[src/design/dbk_cfg.svh]
`ifndef DBK_CFG_SVH
`define DBK_CFG_SVH

// ----------------------------------------------------------------------------
// Register word indices (byte address is four times the index)
// ----------------------------------------------------------------------------
`define DBK_IDX_UPPER_MASK 8'hdf
`define DBK_IDX_LOWER_MASK 8'he1
`define DBK_IDX_FUNC_CFG 8'h20
`define DBK_IDX_CTRL 8'h21
`define DBK_IDX_TX_HOLD 8'h22
`define DBK_IDX_RX_BUF 8'h23
`define DBK_IDX_BITBANG 8'h24
`define DBK_IDX_PEND_LO 8'h30
`define DBK_IDX_PEND_HI 8'h31
`define DBK_ADDR_W 10
`define DBK_RESET_VAL 8'h00
`define DBK_RESP_OKAY 2'b00
`define DBK_RESP_SLVERR 2'b10

// ----------------------------------------------------------------------------
// Device shape and block position
// ----------------------------------------------------------------------------
`define DBK_NUM_ROWS 4
`define DBK_OWN_SRC 2

// ----------------------------------------------------------------------------
// Function codes and configuration fields
// ----------------------------------------------------------------------------
`define DBK_FN_TIMER 3'h0
`define DBK_FN_COUNTER 3'h1
`define DBK_FN_CRC_PRS 3'h2
`define DBK_FN_DEADBAND 3'h4
`define DBK_FN_UART 3'h5
`define DBK_FN_SPI 3'h6
`define DBK_CFG_MODE0 3
`define DBK_CFG_MODE1 4
`define DBK_CFG_RW_MASK 5'h1f

// ----------------------------------------------------------------------------
// Control register fields and per-function access masks
// ----------------------------------------------------------------------------
`define DBK_CR_ENABLE 0
`define DBK_CR_PAR_EN 1
`define DBK_CR_PAR_ODD 2
`define DBK_CR_BB_EN 1
`define DBK_CR_BB_SEL 2
`define DBK_RW_TIMER 8'h07
`define DBK_RW_COUNTER 8'h01
`define DBK_RW_DEADBAND 8'h07
`define DBK_RW_CRC_PRS 8'h03
`define DBK_RW_SPI 8'h87
`define DBK_RO_SPI 8'h78
`define DBK_RW_TX 8'h07
`define DBK_RO_TX 8'h30
`define DBK_RW_RX 8'h07
`define DBK_RO_RX 8'hf8

// ----------------------------------------------------------------------------
// Receiver timing in ticks of the 8x baud clock
// ----------------------------------------------------------------------------
`define DBK_TICK_LAST 3'd7
`define DBK_TICK_MID 3'd3
`define DBK_BIT_LAST 3'd7

`endif

[src/design/dbk_pkg.sv]
package dbk_pkg;

  // --------------------------------------------------------------------------
  // Bus carriers
  // --------------------------------------------------------------------------
  typedef struct packed {
    logic awvalid;
    logic [9:0] awaddr;
    logic wvalid;
    logic [31:0] wdata;
    logic [3:0] wstrb;
    logic bready;
    logic arvalid;
    logic [9:0] araddr;
    logic rready;
  } dbk_axi_req_type;

  typedef struct packed {
    logic awready;
    logic wready;
    logic bvalid;
    logic [1:0] bresp;
    logic arready;
    logic rvalid;
    logic [31:0] rdata;
    logic [1:0] rresp;
  } dbk_axi_rsp_type;

  // --------------------------------------------------------------------------
  // Receiver sequence
  // --------------------------------------------------------------------------
  typedef enum logic [2:0] {
    DBK_RX_IDLE,
    DBK_RX_START,
    DBK_RX_DATA,
    DBK_RX_PARITY,
    DBK_RX_STOP
  } dbk_rx_state_type;

endpackage

[src/design/dbk_block_ctrl.sv]
// The implementer's own choice: register access over AXI4-Lite.
`timescale 1ns/100ps
`include "dbk_cfg.svh"
module dbk_block_ctrl (
  // Clock and reset.
  input wire logic sys_clk,
  input wire logic resetn,
  // Register bus.
  input wire dbk_pkg::dbk_axi_req_type axiReq,
  output dbk_pkg::dbk_axi_rsp_type axiRsp,
  // Serial receive pins from outside the clock domain.
  input wire logic rxData,
  input wire logic baudClk8x,
  // Neighbouring logic on the same clock.
  input wire logic [15:0] blockIrq,
  input wire logic [7:0] datapathStatus,
  input wire logic prevPrimary,
  // Block outputs.
  output logic irq,
  output logic blockEnable,
  output logic [7:0] functionControl,
  output logic [4:0] functionConfig,
  output logic deadBandRef,
  output logic [7:0] txHoldData,
  output logic txHoldLoad
);
  import dbk_pkg::*;

  // --------------------------------------------------------------------------
  // Helpers
  // --------------------------------------------------------------------------
  // Writable control bits for each function.
  function automatic logic [7:0] rwMask(input logic [2:0] fn, input logic mode0);
    case (fn)
      `DBK_FN_TIMER: rwMask = `DBK_RW_TIMER;
      `DBK_FN_COUNTER: rwMask = `DBK_RW_COUNTER;
      `DBK_FN_CRC_PRS: rwMask = `DBK_RW_CRC_PRS;
      `DBK_FN_DEADBAND: rwMask = `DBK_RW_DEADBAND;
      `DBK_FN_SPI: rwMask = `DBK_RW_SPI;
      `DBK_FN_UART: rwMask = mode0 ? `DBK_RW_TX : `DBK_RW_RX;
      default: rwMask = `DBK_RW_COUNTER;
    endcase
  endfunction

  // Read-only status bits for each function.
  function automatic logic [7:0] roMask(input logic [2:0] fn, input logic mode0);
    case (fn)
      `DBK_FN_SPI: roMask = `DBK_RO_SPI;
      `DBK_FN_UART: roMask = mode0 ? `DBK_RO_TX : `DBK_RO_RX;
      default: roMask = 8'h00;
    endcase
  endfunction

  // Bits of a mask register that exist on this device shape.
  localparam logic [7:0] UpperExist = (`DBK_NUM_ROWS == 4) ? 8'hff : 8'h00;
  localparam logic [7:0] LowerExist = (`DBK_NUM_ROWS >= 2) ? 8'hff : 8'h0f;

  // --------------------------------------------------------------------------
  // State
  // --------------------------------------------------------------------------
  logic awHeld, wHeld, next_awHeld, next_wHeld;
  logic [7:0] awIdx, next_awIdx;
  logic [7:0] wByte, next_wByte;
  logic wLane, next_wLane;
  dbk_axi_rsp_type next_axiRsp;
  logic [7:0] ctrl, next_ctrl;
  logic [7:0] upperMask, next_upperMask, lowerMask, next_lowerMask;
  logic [7:0] pendLo, next_pendLo, pendHi, next_pendHi;
  logic [7:0] rxBuf, next_rxBuf, bitBangClk, next_bitBangClk;
  logic next_irq, next_blockEnable, next_deadBandRef, next_txHoldLoad;
  logic [7:0] next_functionControl, next_txHoldData;
  logic [4:0] next_functionConfig;
  logic rxdMeta, rxdSync, baudMeta, baudSync, baudPrev;
  dbk_rx_state_type rxState, next_rxState;
  logic [7:0] shifter, next_shifter;
  logic [2:0] tickCnt, next_tickCnt, bitCnt, next_bitCnt;
  logic parAcc, next_parAcc, parBad, next_parBad;
  logic rxFull, next_rxFull, overrun, next_overrun;
  logic frameErr, next_frameErr, parErr, next_parErr;
  logic ownEvent, next_ownEvent;

  // Decoded strobes shared between groups.
  logic wrFire, arFire, rxBufRead, ctrlRead, rxMode, tick, charDone;
  logic [7:0] rdIdx, ctrlView, rdValue;
  logic rdMapped, wrMapped;
  logic [15:0] sources;

  // --------------------------------------------------------------------------
  // Pin synchronisers
  // --------------------------------------------------------------------------
  // Only the second stage is looked at; the edge detect uses the third.
  always_ff @(posedge sys_clk or negedge resetn) begin
    if (!resetn) begin
      rxdMeta <= 1'b1;
      rxdSync <= 1'b1;
      baudMeta <= 1'b0;
      baudSync <= 1'b0;
      baudPrev <= 1'b0;
    end else begin
      rxdMeta <= rxData;
      rxdSync <= rxdMeta;
      baudMeta <= baudClk8x;
      baudSync <= baudMeta;
      baudPrev <= baudSync;
    end
  end

  assign tick = baudSync & ~baudPrev;
  assign rxMode = (functionConfig[2:0] == `DBK_FN_UART) &
                  ~functionConfig[`DBK_CFG_MODE0];

  // Control view: stored writable bits plus live status bits.
  always_comb begin
    logic [7:0] roBits;
    roBits = datapathStatus;
    if (rxMode) begin
      roBits = {parErr, overrun, frameErr, rxState != DBK_RX_IDLE, rxFull, 3'b000};
    end
    ctrlView = (ctrl & rwMask(functionConfig[2:0], functionConfig[`DBK_CFG_MODE0])) |
               (roBits & roMask(functionConfig[2:0], functionConfig[`DBK_CFG_MODE0]));
  end

  // --------------------------------------------------------------------------
  // Bus slave
  // --------------------------------------------------------------------------
  assign wrFire = awHeld & wHeld & ~axiRsp.bvalid;
  assign arFire = axiReq.arvalid & axiRsp.arready;
  assign rdIdx = axiReq.araddr[9:2];
  assign rxBufRead = arFire & (rdIdx == `DBK_IDX_RX_BUF);
  assign ctrlRead = arFire & (rdIdx == `DBK_IDX_CTRL);

  // Read decode; write-only and unused locations read as zero.
  always_comb begin
    rdMapped = 1'b1;
    case (rdIdx)
      `DBK_IDX_UPPER_MASK: rdValue = upperMask;
      `DBK_IDX_LOWER_MASK: rdValue = lowerMask;
      `DBK_IDX_FUNC_CFG: rdValue = {3'b000, functionConfig};
      `DBK_IDX_CTRL: rdValue = ctrlView;
      `DBK_IDX_TX_HOLD: rdValue = 8'h00;
      `DBK_IDX_RX_BUF: rdValue = rxBuf;
      `DBK_IDX_BITBANG: rdValue = bitBangClk;
      `DBK_IDX_PEND_LO: rdValue = pendLo;
      `DBK_IDX_PEND_HI: rdValue = pendHi;
      default: begin
        rdValue = 8'h00;
        rdMapped = 1'b0;
      end
    endcase
    case (awIdx)
      `DBK_IDX_UPPER_MASK, `DBK_IDX_LOWER_MASK, `DBK_IDX_FUNC_CFG, `DBK_IDX_CTRL,
      `DBK_IDX_TX_HOLD, `DBK_IDX_RX_BUF, `DBK_IDX_BITBANG, `DBK_IDX_PEND_LO,
      `DBK_IDX_PEND_HI: wrMapped = 1'b1;
      default: wrMapped = 1'b0;
    endcase
  end

  // Address and data are caught independently, so either may come first.
  always_comb begin
    next_awHeld = awHeld;
    next_wHeld = wHeld;
    next_awIdx = awIdx;
    next_wByte = wByte;
    next_wLane = wLane;
    next_axiRsp = axiRsp;
    if (axiReq.awvalid && axiRsp.awready) begin
      next_awHeld = 1'b1;
      next_awIdx = axiReq.awaddr[9:2];
    end
    if (axiReq.wvalid && axiRsp.wready) begin
      next_wHeld = 1'b1;
      next_wByte = axiReq.wdata[7:0];
      next_wLane = axiReq.wstrb[0];
    end
    if (axiRsp.bvalid && axiReq.bready) begin
      next_axiRsp.bvalid = 1'b0;
    end
    if (wrFire) begin
      next_awHeld = 1'b0;
      next_wHeld = 1'b0;
      next_axiRsp.bvalid = 1'b1;
      next_axiRsp.bresp = wrMapped ? `DBK_RESP_OKAY : `DBK_RESP_SLVERR;
    end
    if (axiRsp.rvalid && axiReq.rready) begin
      next_axiRsp.rvalid = 1'b0;
    end
    if (arFire) begin
      next_axiRsp.rvalid = 1'b1;
      next_axiRsp.rdata = {24'h000000, rdValue};
      next_axiRsp.rresp = rdMapped ? `DBK_RESP_OKAY : `DBK_RESP_SLVERR;
    end
    next_axiRsp.awready = ~next_awHeld;
    next_axiRsp.wready = ~next_wHeld;
    next_axiRsp.arready = ~next_axiRsp.rvalid;
  end

  always_ff @(posedge sys_clk or negedge resetn) begin
    if (!resetn) begin
      awHeld <= 1'b0;
      wHeld <= 1'b0;
      awIdx <= 8'h00;
      wByte <= 8'h00;
      wLane <= 1'b0;
      axiRsp <= '{awready: 1'b1, wready: 1'b1, arready: 1'b1, bresp: `DBK_RESP_OKAY,
                  rresp: `DBK_RESP_OKAY, rdata: 32'h00000000, default: 1'b0};
    end else begin
      awHeld <= next_awHeld;
      wHeld <= next_wHeld;
      awIdx <= next_awIdx;
      wByte <= next_wByte;
      wLane <= next_wLane;
      axiRsp <= next_axiRsp;
    end
  end

  // --------------------------------------------------------------------------
  // Software registers and interrupts
  // --------------------------------------------------------------------------
  // Pending bits are sticky and write-one-to-clear; a new event beats the clear.
  always_comb begin
    logic wr;
    wr = wrFire & wLane;
    next_ctrl = ctrl;
    next_upperMask = upperMask;
    next_lowerMask = lowerMask;
    next_functionConfig = functionConfig;
    next_bitBangClk = bitBangClk;
    next_txHoldData = txHoldData;
    next_txHoldLoad = 1'b0;
    next_pendLo = pendLo;
    next_pendHi = pendHi;
    if (wr) begin
      case (awIdx)
        `DBK_IDX_UPPER_MASK: next_upperMask = wByte & UpperExist;
        `DBK_IDX_LOWER_MASK: next_lowerMask = wByte & LowerExist;
        `DBK_IDX_FUNC_CFG: next_functionConfig = wByte[4:0] & `DBK_CFG_RW_MASK;
        // Status bits are never stored; only this function's writable bits are.
        `DBK_IDX_CTRL: next_ctrl = wByte & rwMask(functionConfig[2:0],
                                                  functionConfig[`DBK_CFG_MODE0]);
        `DBK_IDX_TX_HOLD: begin
          if (!rxMode) begin
            next_txHoldData = wByte;
            next_txHoldLoad = 1'b1;
          end
        end
        `DBK_IDX_BITBANG: next_bitBangClk = wByte;
        `DBK_IDX_PEND_LO: next_pendLo = pendLo & ~wByte;
        `DBK_IDX_PEND_HI: next_pendHi = pendHi & ~wByte;
        default: next_ctrl = ctrl;
      endcase
    end
    sources = blockIrq;
    sources[`DBK_OWN_SRC] = blockIrq[`DBK_OWN_SRC] | ownEvent;
    next_pendLo = next_pendLo | (sources[7:0] & lowerMask & LowerExist);
    next_pendHi = next_pendHi | (sources[15:8] & upperMask & UpperExist);
    next_irq = |({next_pendHi, next_pendLo} & {next_upperMask, next_lowerMask});
    next_blockEnable = next_ctrl[`DBK_CR_ENABLE];
    next_functionControl = ctrlView;
    // Bit-bang replaces the normal reference with a firmware-driven source.
    next_deadBandRef = prevPrimary;
    if ((functionConfig[2:0] == `DBK_FN_DEADBAND) && ctrl[`DBK_CR_BB_EN]) begin
      next_deadBandRef = ctrl[`DBK_CR_BB_SEL] ? bitBangClk[0] : prevPrimary;
    end
  end

  always_ff @(posedge sys_clk or negedge resetn) begin
    if (!resetn) begin
      ctrl <= `DBK_RESET_VAL;
      upperMask <= `DBK_RESET_VAL;
      lowerMask <= `DBK_RESET_VAL;
      functionConfig <= 5'h00;
      bitBangClk <= `DBK_RESET_VAL;
      txHoldData <= `DBK_RESET_VAL;
      txHoldLoad <= 1'b0;
      pendLo <= `DBK_RESET_VAL;
      pendHi <= `DBK_RESET_VAL;
      irq <= 1'b0;
      blockEnable <= 1'b0;
      functionControl <= `DBK_RESET_VAL;
      deadBandRef <= 1'b0;
    end else begin
      ctrl <= next_ctrl;
      upperMask <= next_upperMask;
      lowerMask <= next_lowerMask;
      functionConfig <= next_functionConfig;
      bitBangClk <= next_bitBangClk;
      txHoldData <= next_txHoldData;
      txHoldLoad <= next_txHoldLoad;
      pendLo <= next_pendLo;
      pendHi <= next_pendHi;
      irq <= next_irq;
      blockEnable <= next_blockEnable;
      functionControl <= next_functionControl;
      deadBandRef <= next_deadBandRef;
    end
  end

  // --------------------------------------------------------------------------
  // Asynchronous receiver
  // --------------------------------------------------------------------------
  // Bits are sampled on the eighth baud tick after the start-bit midpoint.
  // Errors clear on a control read, so a poll loop sees each error once.
  always_comb begin
    next_rxState = rxState;
    next_shifter = shifter;
    next_tickCnt = tickCnt;
    next_bitCnt = bitCnt;
    next_parAcc = parAcc;
    next_parBad = parBad;
    next_rxBuf = rxBuf;
    charDone = 1'b0;
    next_ownEvent = 1'b0;
    next_frameErr = frameErr & ~ctrlRead;
    next_parErr = parErr & ~ctrlRead;
    if (!(rxMode && ctrl[`DBK_CR_ENABLE])) begin
      next_rxState = DBK_RX_IDLE;
    end else if (tick) begin
      next_tickCnt = tickCnt + 3'd1;
      case (rxState)
        DBK_RX_IDLE: begin
          next_tickCnt = 3'd0;
          if (!rxdSync) begin
            next_rxState = DBK_RX_START;
          end
        end
        DBK_RX_START: begin
          if (tickCnt == `DBK_TICK_MID) begin
            next_tickCnt = 3'd0;
            next_bitCnt = 3'd0;
            next_parAcc = 1'b0;
            next_rxState = rxdSync ? DBK_RX_IDLE : DBK_RX_DATA;
            next_ownEvent = ~rxdSync & functionConfig[`DBK_CFG_MODE1];
          end
        end
        DBK_RX_DATA: begin
          if (tickCnt == `DBK_TICK_LAST) begin
            next_shifter = {rxdSync, shifter[7:1]};
            next_parAcc = parAcc ^ rxdSync;
            next_bitCnt = bitCnt + 3'd1;
            if (bitCnt == `DBK_BIT_LAST) begin
              next_parBad = 1'b0;
              next_rxState = ctrl[`DBK_CR_PAR_EN] ? DBK_RX_PARITY : DBK_RX_STOP;
            end
          end
        end
        DBK_RX_PARITY: begin
          if (tickCnt == `DBK_TICK_LAST) begin
            next_parBad = (parAcc ^ rxdSync) != ctrl[`DBK_CR_PAR_ODD];
            next_rxState = DBK_RX_STOP;
          end
        end
        DBK_RX_STOP: begin
          if (tickCnt == `DBK_TICK_LAST) begin
            charDone = 1'b1;
            next_rxBuf = shifter;
            next_frameErr = ~rxdSync | next_frameErr;
            next_parErr = parBad | next_parErr;
            next_ownEvent = ~functionConfig[`DBK_CFG_MODE1];
            next_rxState = DBK_RX_IDLE;
          end
        end
        default: next_rxState = DBK_RX_IDLE;
      endcase
    end
    next_rxFull = charDone | (rxFull & ~rxBufRead);
    next_overrun = (charDone & rxFull & ~rxBufRead) | (overrun & ~ctrlRead);
  end

  always_ff @(posedge sys_clk or negedge resetn) begin
    if (!resetn) begin
      rxState <= DBK_RX_IDLE;
      shifter <= `DBK_RESET_VAL;
      tickCnt <= 3'd0;
      bitCnt <= 3'd0;
      parAcc <= 1'b0;
      parBad <= 1'b0;
      rxBuf <= `DBK_RESET_VAL;
      rxFull <= 1'b0;
      overrun <= 1'b0;
      frameErr <= 1'b0;
      parErr <= 1'b0;
      ownEvent <= 1'b0;
    end else begin
      rxState <= next_rxState;
      shifter <= next_shifter;
      tickCnt <= next_tickCnt;
      bitCnt <= next_bitCnt;
      parAcc <= next_parAcc;
      parBad <= next_parBad;
      rxBuf <= next_rxBuf;
      rxFull <= next_rxFull;
      overrun <= next_overrun;
      frameErr <= next_frameErr;
      parErr <= next_parErr;
      ownEvent <= next_ownEvent;
    end
  end

endmodule

[config.mk]
export PLATFORM = sky130hd
export DESIGN_NAME = dbk_block_ctrl
export DESIGN_NICKNAME = d
export VERILOG_FILES = /design/src/design/dbk_pkg.sv /design/src/design/dbk_block_ctrl.sv
export VERILOG_INCLUDE_DIRS = /design/src /design/src/design
export SDC_FILE = /design/constraint.sdc
export NUM_CORES = 1
export LEC_CHECK = 0
export ABC_AREA = 1
export BUFFER_PORTS_ARGS = -buffer_cell sky130_fd_sc_hd__buf_2
export CAP_MARGIN = 30
export CORE_ASPECT_RATIO = 1.1
export CORE_MARGIN = 3
export CORE_UTILIZATION = 40
export DETAILED_ROUTE_END_ITERATION = 6
export GPL_TIMING_DRIVEN = 0
export PLACE_DENSITY = 0.72
export RECOVER_POWER = 100
export SYNTH_ARGS = -nofsm -noshare
export SYNTH_HDL_FRONTEND = slang
export SYNTH_SLANG_ARGS = --single-unit
[constraint.sdc]
create_clock -name sys_clk -period 1.9 [get_ports sys_clk]
set_input_delay 0.38 -clock sys_clk [delete_from_list [all_inputs] [get_ports sys_clk]]
set_output_delay 0.38 -clock sys_clk [all_outputs]
set_load 0.05 [all_outputs]
# Word level (Yosys, flattened, before mapping)
# Cells that the tools add are included.
# totals
register_bits,145
latch_bits,0
ram_bits,0
romBits,0
input_bits,90
output_inout_bits,66
memories,0
# op_classes
n_addsub,2
mul,0
div_mod_pow,0
n_lt_le_gt_ge,0
n_eq_ne,41
n_shift,0
mux,72
bitwise_logic,44
n_reduce_logical,26
# op_table
cell,count
$eq A8 B6 Y1 const B,14
$mux W8,12
$pmux W8 S8,1
$and A8 B8 Y8,7
$mux W3,13
$mux W35,1
$mux W1,34
$eq A8 B8 Y1 const B,4
$or A8 B8 Y8,3
$pmux W8 S3,1
$eq A3 B3 Y1 const B,6
$ne A3 B3 Y1 const B,6
$reduce_or A9 Y1,2
$and A16 B16 Y16,1
$pmux W8 S2,1
$reduce_or A16 Y1,1
$and A1 B1 Y1,15
$pmux W3 S5,1
$eq A3 B2 Y1 const B,4
$pmux W3 S2,2
$not A1 Y1,11
$ne A2 B2 Y1 const B,5
$not A8 Y8,1
$reduce_and A2 Y1,4
other kinds (17),35

# Depth between registers and ports, before layout
# depth
word_depth,9
ltp_mapped,13
mapped_depth_nobuf,13

# Worst setup path after synthesis
# OpenSTA, ideal clock, no wires.
# synth_timing
path_type,register -> register
from,register functionConfig[2]
to,register rxBuf[0]
setup_time_ps,125
arrival_ps,1753
required_ps,1775
slack_ps,22
stages_incl_launch_ff,9
path_buffers,0
cell_sequence,dfrtp_1 -> nand2_2 -> inv_2 -> nand3_4 -> nor2_4 -> nand2_4 -> clkinv_2 -> nand2_4 -> mux2_4
# synth_via
elab_chain_len,4
# synth_lines
item,line,text
from (decl),dbk_block_ctrl.sv:22,"output logic [4:0] functionConfig,"
from (signal assigned),dbk_block_ctrl.sv:285,functionConfig <= next_functionConfig;
$eq A3 B3 Y1,-,
$and A1 B1 Y1,dbk_block_ctrl.sv:109,assign rxMode = (functionConfig[2:0] == `DBK_FN_UART) &
$logic_and A1 B1 Y1,dbk_block_ctrl.sv:315,if (!(rxMode && ctrl[`DBK_CR_ENABLE])) begin
$reduce_and A4 Y1 (no source line),-,
to (signal assigned),dbk_block_ctrl.sv:377,rxBuf <= `DBK_RESET_VAL;
to (signal assigned),dbk_block_ctrl.sv:390,rxBuf <= next_rxBuf;
to (decl),dbk_block_ctrl.sv:69,"logic [7:0] rxBuf, next_rxBuf, bitBangClk, next_bitBangClk;"
# No other way between the ends.
# A chain may end at the register's enable or synchronous reset.

# Worst setup path after layout
# layout_timing
from,register awIdx[2]
to,register irq
# layout_via
word_cells_on_any_way,16
cone_classes,4 x eq/ne; 8 x mux; 3 x bitwise; 1 x reduce/logical
# layout_lines
item,line,text
from (decl),dbk_block_ctrl.sv:62,"logic [7:0] awIdx, next_awIdx;"
from (signal assigned),dbk_block_ctrl.sv:209,awIdx <= next_awIdx;
$eq A8 B8 Y1,dbk_block_ctrl.sv:233,case (awIdx)
$mux W8,dbk_block_ctrl.sv:233,
$mux W8,dbk_block_ctrl.sv:232,if (wr) begin
via next_lowerMask[0],dbk_block_ctrl.sv:67,"logic [7:0] upperMask, next_upperMask, lowerMask, next_lowerMask;"
$and A16 B16 Y16,dbk_block_ctrl.sv:256,"next_irq = |({next_pendHi, next_pendLo} & {next_upperMask, next_lowerMask});"
$reduce_or A16 Y1,dbk_block_ctrl.sv:256,
via next_irq,dbk_block_ctrl.sv:70,"logic next_irq, next_blockEnable, next_deadBandRef, next_txHoldLoad;"
to (signal assigned),dbk_block_ctrl.sv:291,irq <= next_irq;
to (decl),dbk_block_ctrl.sv:19,"output logic irq,"
# The timed path passes the listed nets, and every way through them passes these cells.

==> flow_metrics.tcl <==
set metrics [dict create \
    status "finished clean" \
    synth_cell_types 47 \
    slew-limit-headroom 0.4109 \
    setup_violations 0 \
    gr-total-overflow 0 \
    crit_type "flip-flop to flip-flop" \
    grt_pass1_vias 5685 \
    cpMostUsedCell "nand2_1" \
    path_clk_slew_ns 0.07 \
    antenna_found_initial 0 \
    nets 1082 \
    gp_routability_congestion 0.8657 \
    hold_path.class "input port to flip-flop" \
    clock_latency_ns 0.43 \
    synth.avg_cell_area_um2 8.249 \
    fp-row-count 49 \
    p_leak_nw 4.383 \
    syn_area_mm2 0.006913 \
    ios 156 \
    grt_max_degree 98 \
    synth_warnings 0 \
    drive_gt1_frac 0.2482 \
    die_height_um 143.9 \
    start_kind "flip-flop" \
    yosysSeqAreaShare 0.5041 \
    io_buffers 94 \
    max_freq_ghz 0.5452 \
    crit_buf_inv 2 \
    power.switching_mw 3.343 \
    path_cells "inv_1, nand2_2, nor2_4, nand3_4, nand2_1, nand2_2, nand2_1, nand2_1, nor2_1, nand2_2, inv_1, nand2_1" \
    power_density_mw_per_mm2 1080 \
    critPathArrivalTime_ns 2.15 \
    drt_wl_total_um 17990 \
    area_growth_pct 23.35 \
    pre_cts_slack_ns -0.03382 \
    synth-async-reset-ratio 1.000 \
    fin_crit_sh 0.9654 \
    routedWlPerCell_um 14.65 \
    intPower_mw 5.862 \
    diodes 0 \
    drc_errors 0 \
    synth_seq_cells 139 \
    cpPeakStageDelay_ns 0.43 \
    detail_route.iter0.violations 435 \
    dp_hpwl_um 13290 \
    worstPathRequired_ns 2.22 \
    synth_edf_count 0 \
    core_area_mm2 0.01668 \
    firstDrtPassIters 5 \
    numCtsBuffers 17 \
    grtUsageTotal 0.1937 \
    cts.sinks 139 \
    pwr-share-clk 0.359 \
    skew_ns 0.009951 \
    switching_share 0.3632 \
    rsz0062_at_grt "yes" \
    slew_viol_final 0 \
    critPathMaxFanout 9 \
    root_buffer "clkbuf_16" \
    grt_first_pass_wirelength_um 28800 \
    die-width_um 131.3 \
    dp.cells 1187 \
    critical_path.endpoint_type "flip-flop" \
    crit_slowest_cell "dfrtp_1" \
    seqPwrFrac 0.407 \
    synthFlopType "dfrtp_1" \
    ant_nets 0 \
    clockBufferDepth 2 \
    vias 5903 \
    drt-vias-per-instance 4.807 \
    crit_family "simple AND/OR/NAND/NOR gates" \
    cts_tree "done" \
    initial_utilization 0.4145 \
    p_total_mw 9.205 \
    cap_violations 0 \
    period_minus_slack_ns 1.834 \
    htree_levels 4 \
    fin_cells 1228 \
    finalHoldViolCount 0 \
    synth_cells 838 \
    vdd_drop_max_uv 1143 \
    finalWorstSetupSlack_ns 0.06569 \
    worst_pin_slew_ns 0.8836 \
    combinationalPowerShare 0.234 \
    die-area_mm2 0.01890 \
]
power by group through the flow:
| stage | registers [mW] | logic (mW) | clock network (mW) |
|---|---|---|---|
| floorplan | 4.11 | 1.10 | 0 |
| global route | 3.81 | 2.35 | 3.49 |
| CTS | 3.73 | 2.10 | 3.35 |
| global placement | 3.77 | 2.04 | 0 |
| finish | 3.75 | 2.16 | 3.30 |
| detailed placement | 3.78 | 2.08 | 0 |
area by class of cell:
type / count / area [um2]
Buffer: 38 / 287.8
Timing Repair Buffer: 104 / 570.5
Clock inverter: 15 / 167.7
Sequential cell: 139 / 3486
Inverter: 85 / 324.1
Multi-Input combinational cell: 601 / 2979
Tap cell: 229 / 286.5
Clock buffer: 17 / 425.4
Fill cell: 1618 / 8149
kinds of logic (layout without fill, tap and decap cells):
| logic type | Yosys count | after routing | synth area share |
|---|---|---|---|
| AND/OR/NAND/NOR | 459 | 459 | 0.3041 |
| flip-flops | 139 | 139 | 0.5041 |
| buffers and inverters | 123 | 259 | 0.08742 |
| AO/OA/AOI/OAI | 107 | 107 | 0.08797 |
| adder cells (fa/ha/maj) | 6 | 6 | 0.01086 |
| multiplexers | 2 | 2 | 0.003800 |
| other | 1 | 26 | 0.0005425 |
| XOR/XNOR | 1 | 1 | 0.001267 |
through the flow:
| stage | hold slack (ns) | utilization | cell area, um2 | TNS [ns] |
|---|---|---|---|---|
| 5_1_grt | 0.03200 | 0.5113 | 8527 | -0.1368 |
| 2_1_floorplan | 0.08441 | - | 7007 | 0 |
| 4_1_cts | 0.03139 | 0.5038 | 8401 | 0 |
| 3_5_place_dp | 0.3211 | 0.4676 | 7797 | -0.1032 |
| 6_report | 0.04171 | 0.5113 | 8527 | 0 |
| 3_3_place_gp | 0.3367 | 0.4656 | 7764 | -200.32 |
cell usage in the layout (no fill, tap or decap), types with 6 or more instances in the layout:
cell type	instances
o21ai_0	62
nor3_1	14
nor2_2	8
nor2_1	46
o21ai_2	9
nand3_1	42
dfrtp_1	133
nand4_1	7
ha_1	6
clkbuf_16	17
buf_2	97
conb_1	26
nor2_4	9
buf_6	6
inv_1	77
buf_4	32
inv_2	6
a21oi_1	12
nand2_2	17
nand2_1	294
o21ai_1	11
path summary, 6_finish.rpt:
| kind | from | end | slack (ns) | depth (start not counted) |
|---|---|---|---|---|
| min in group asynchronous | resetn | bitCnt[0]$_DFFE_PN0P_ | 0.44 | 2 |
| worst min register to register | baudMeta$_DFF_PN0_ | baudSync$_DFF_PN0_ | 0.35 | 0 |
| worst min-delay path | rxData | rxdMeta$_DFF_PN1_ | 0.04 | 1 |
| worst max-delay path | awIdx[2]$_DFFE_PN0P_ | irq$_DFF_PN0_ | 0.07 | 12 |
| max in group asynchronous | resetn | upperMask[5]$_DFF_PN0_ | 0.27 | 3 |
| worst max register to register | awIdx[2]$_DFFE_PN0P_ | irq$_DFF_PN0_ | 0.07 | 12 |
timing repair:
action / CTS / global route
endpoints found under the hold margin: 39 / 0
gates resized for setup: 0 / 20
buffers inserted: 0 / 8
hold buffers: 1 / 0
endpoints found under the setup margin: 0 / 14
worst register-to-register path: stages (launching register included):
cell	delay (ns)
dfrtp_1	0.43
inv_1	0.15
nand2_2	0.11
nor2_4	0.19
nand3_4	0.19
nand2_1	0.14
nand2_2	0.07
nand2_1	0.06
nand2_1	0.06
nor2_1	0.13
nand2_2	0.09
inv_1	0.05
nand2_1	0.04
routing by layer:
layer  global-route usage  share of wire  up-vias
met5                    0              0        -
met4              0.07463          0.023        0
met3              0.04202          0.061       31
met2               0.3354           0.49      197
met1               0.2400           0.42     2728
li1                     -              -     2947
sequential cells by signal (all words and copies together), names as in the netlist, 3 cells and up:
register and count:
bitCnt 3, txHoldData 8, pendHi 8, rxBuf 8, lowerMask 8, tickCnt 3
pendLo 8, rxState 3, ctrl 4, functionControl 8, wByte 8, bitBangClk 8
functionConfig 5, upperMask 8, awIdx 8, shifter 8, axiRsp 15
synth_stat cells (3+ instances only):
cell type / number / area share
nand2_1: 296 / 0.16
o31ai_1: 3 / 0.0033
nand3_1: 43 / 0.031
inv_1: 78 / 0.042
inv_2: 5 / 0.0027
buf_4: 26 / 0.028
a21oi_1: 12 / 0.0087
dfrtp_1: 134 / 0.49
o21ai_2: 9 / 0.011
nor3_1: 15 / 0.011
o21ai_0: 63 / 0.046
dfstp_2: 5 / 0.019
nand2_2: 16 / 0.014
buf_6: 5 / 0.0081
ha_1: 6 / 0.011
o21ai_1: 10 / 0.0072
nor2_1: 51 / 0.028
nor2_4: 9 / 0.015
nor2_2: 3 / 0.0027
nand3_4: 3 / 0.0076
nand4_1: 7 / 0.0063
nand2_4: 3 / 0.0049
buf_2: 4 / 0.0029
No activity file was read; power rests on OpenSTA's default activity.
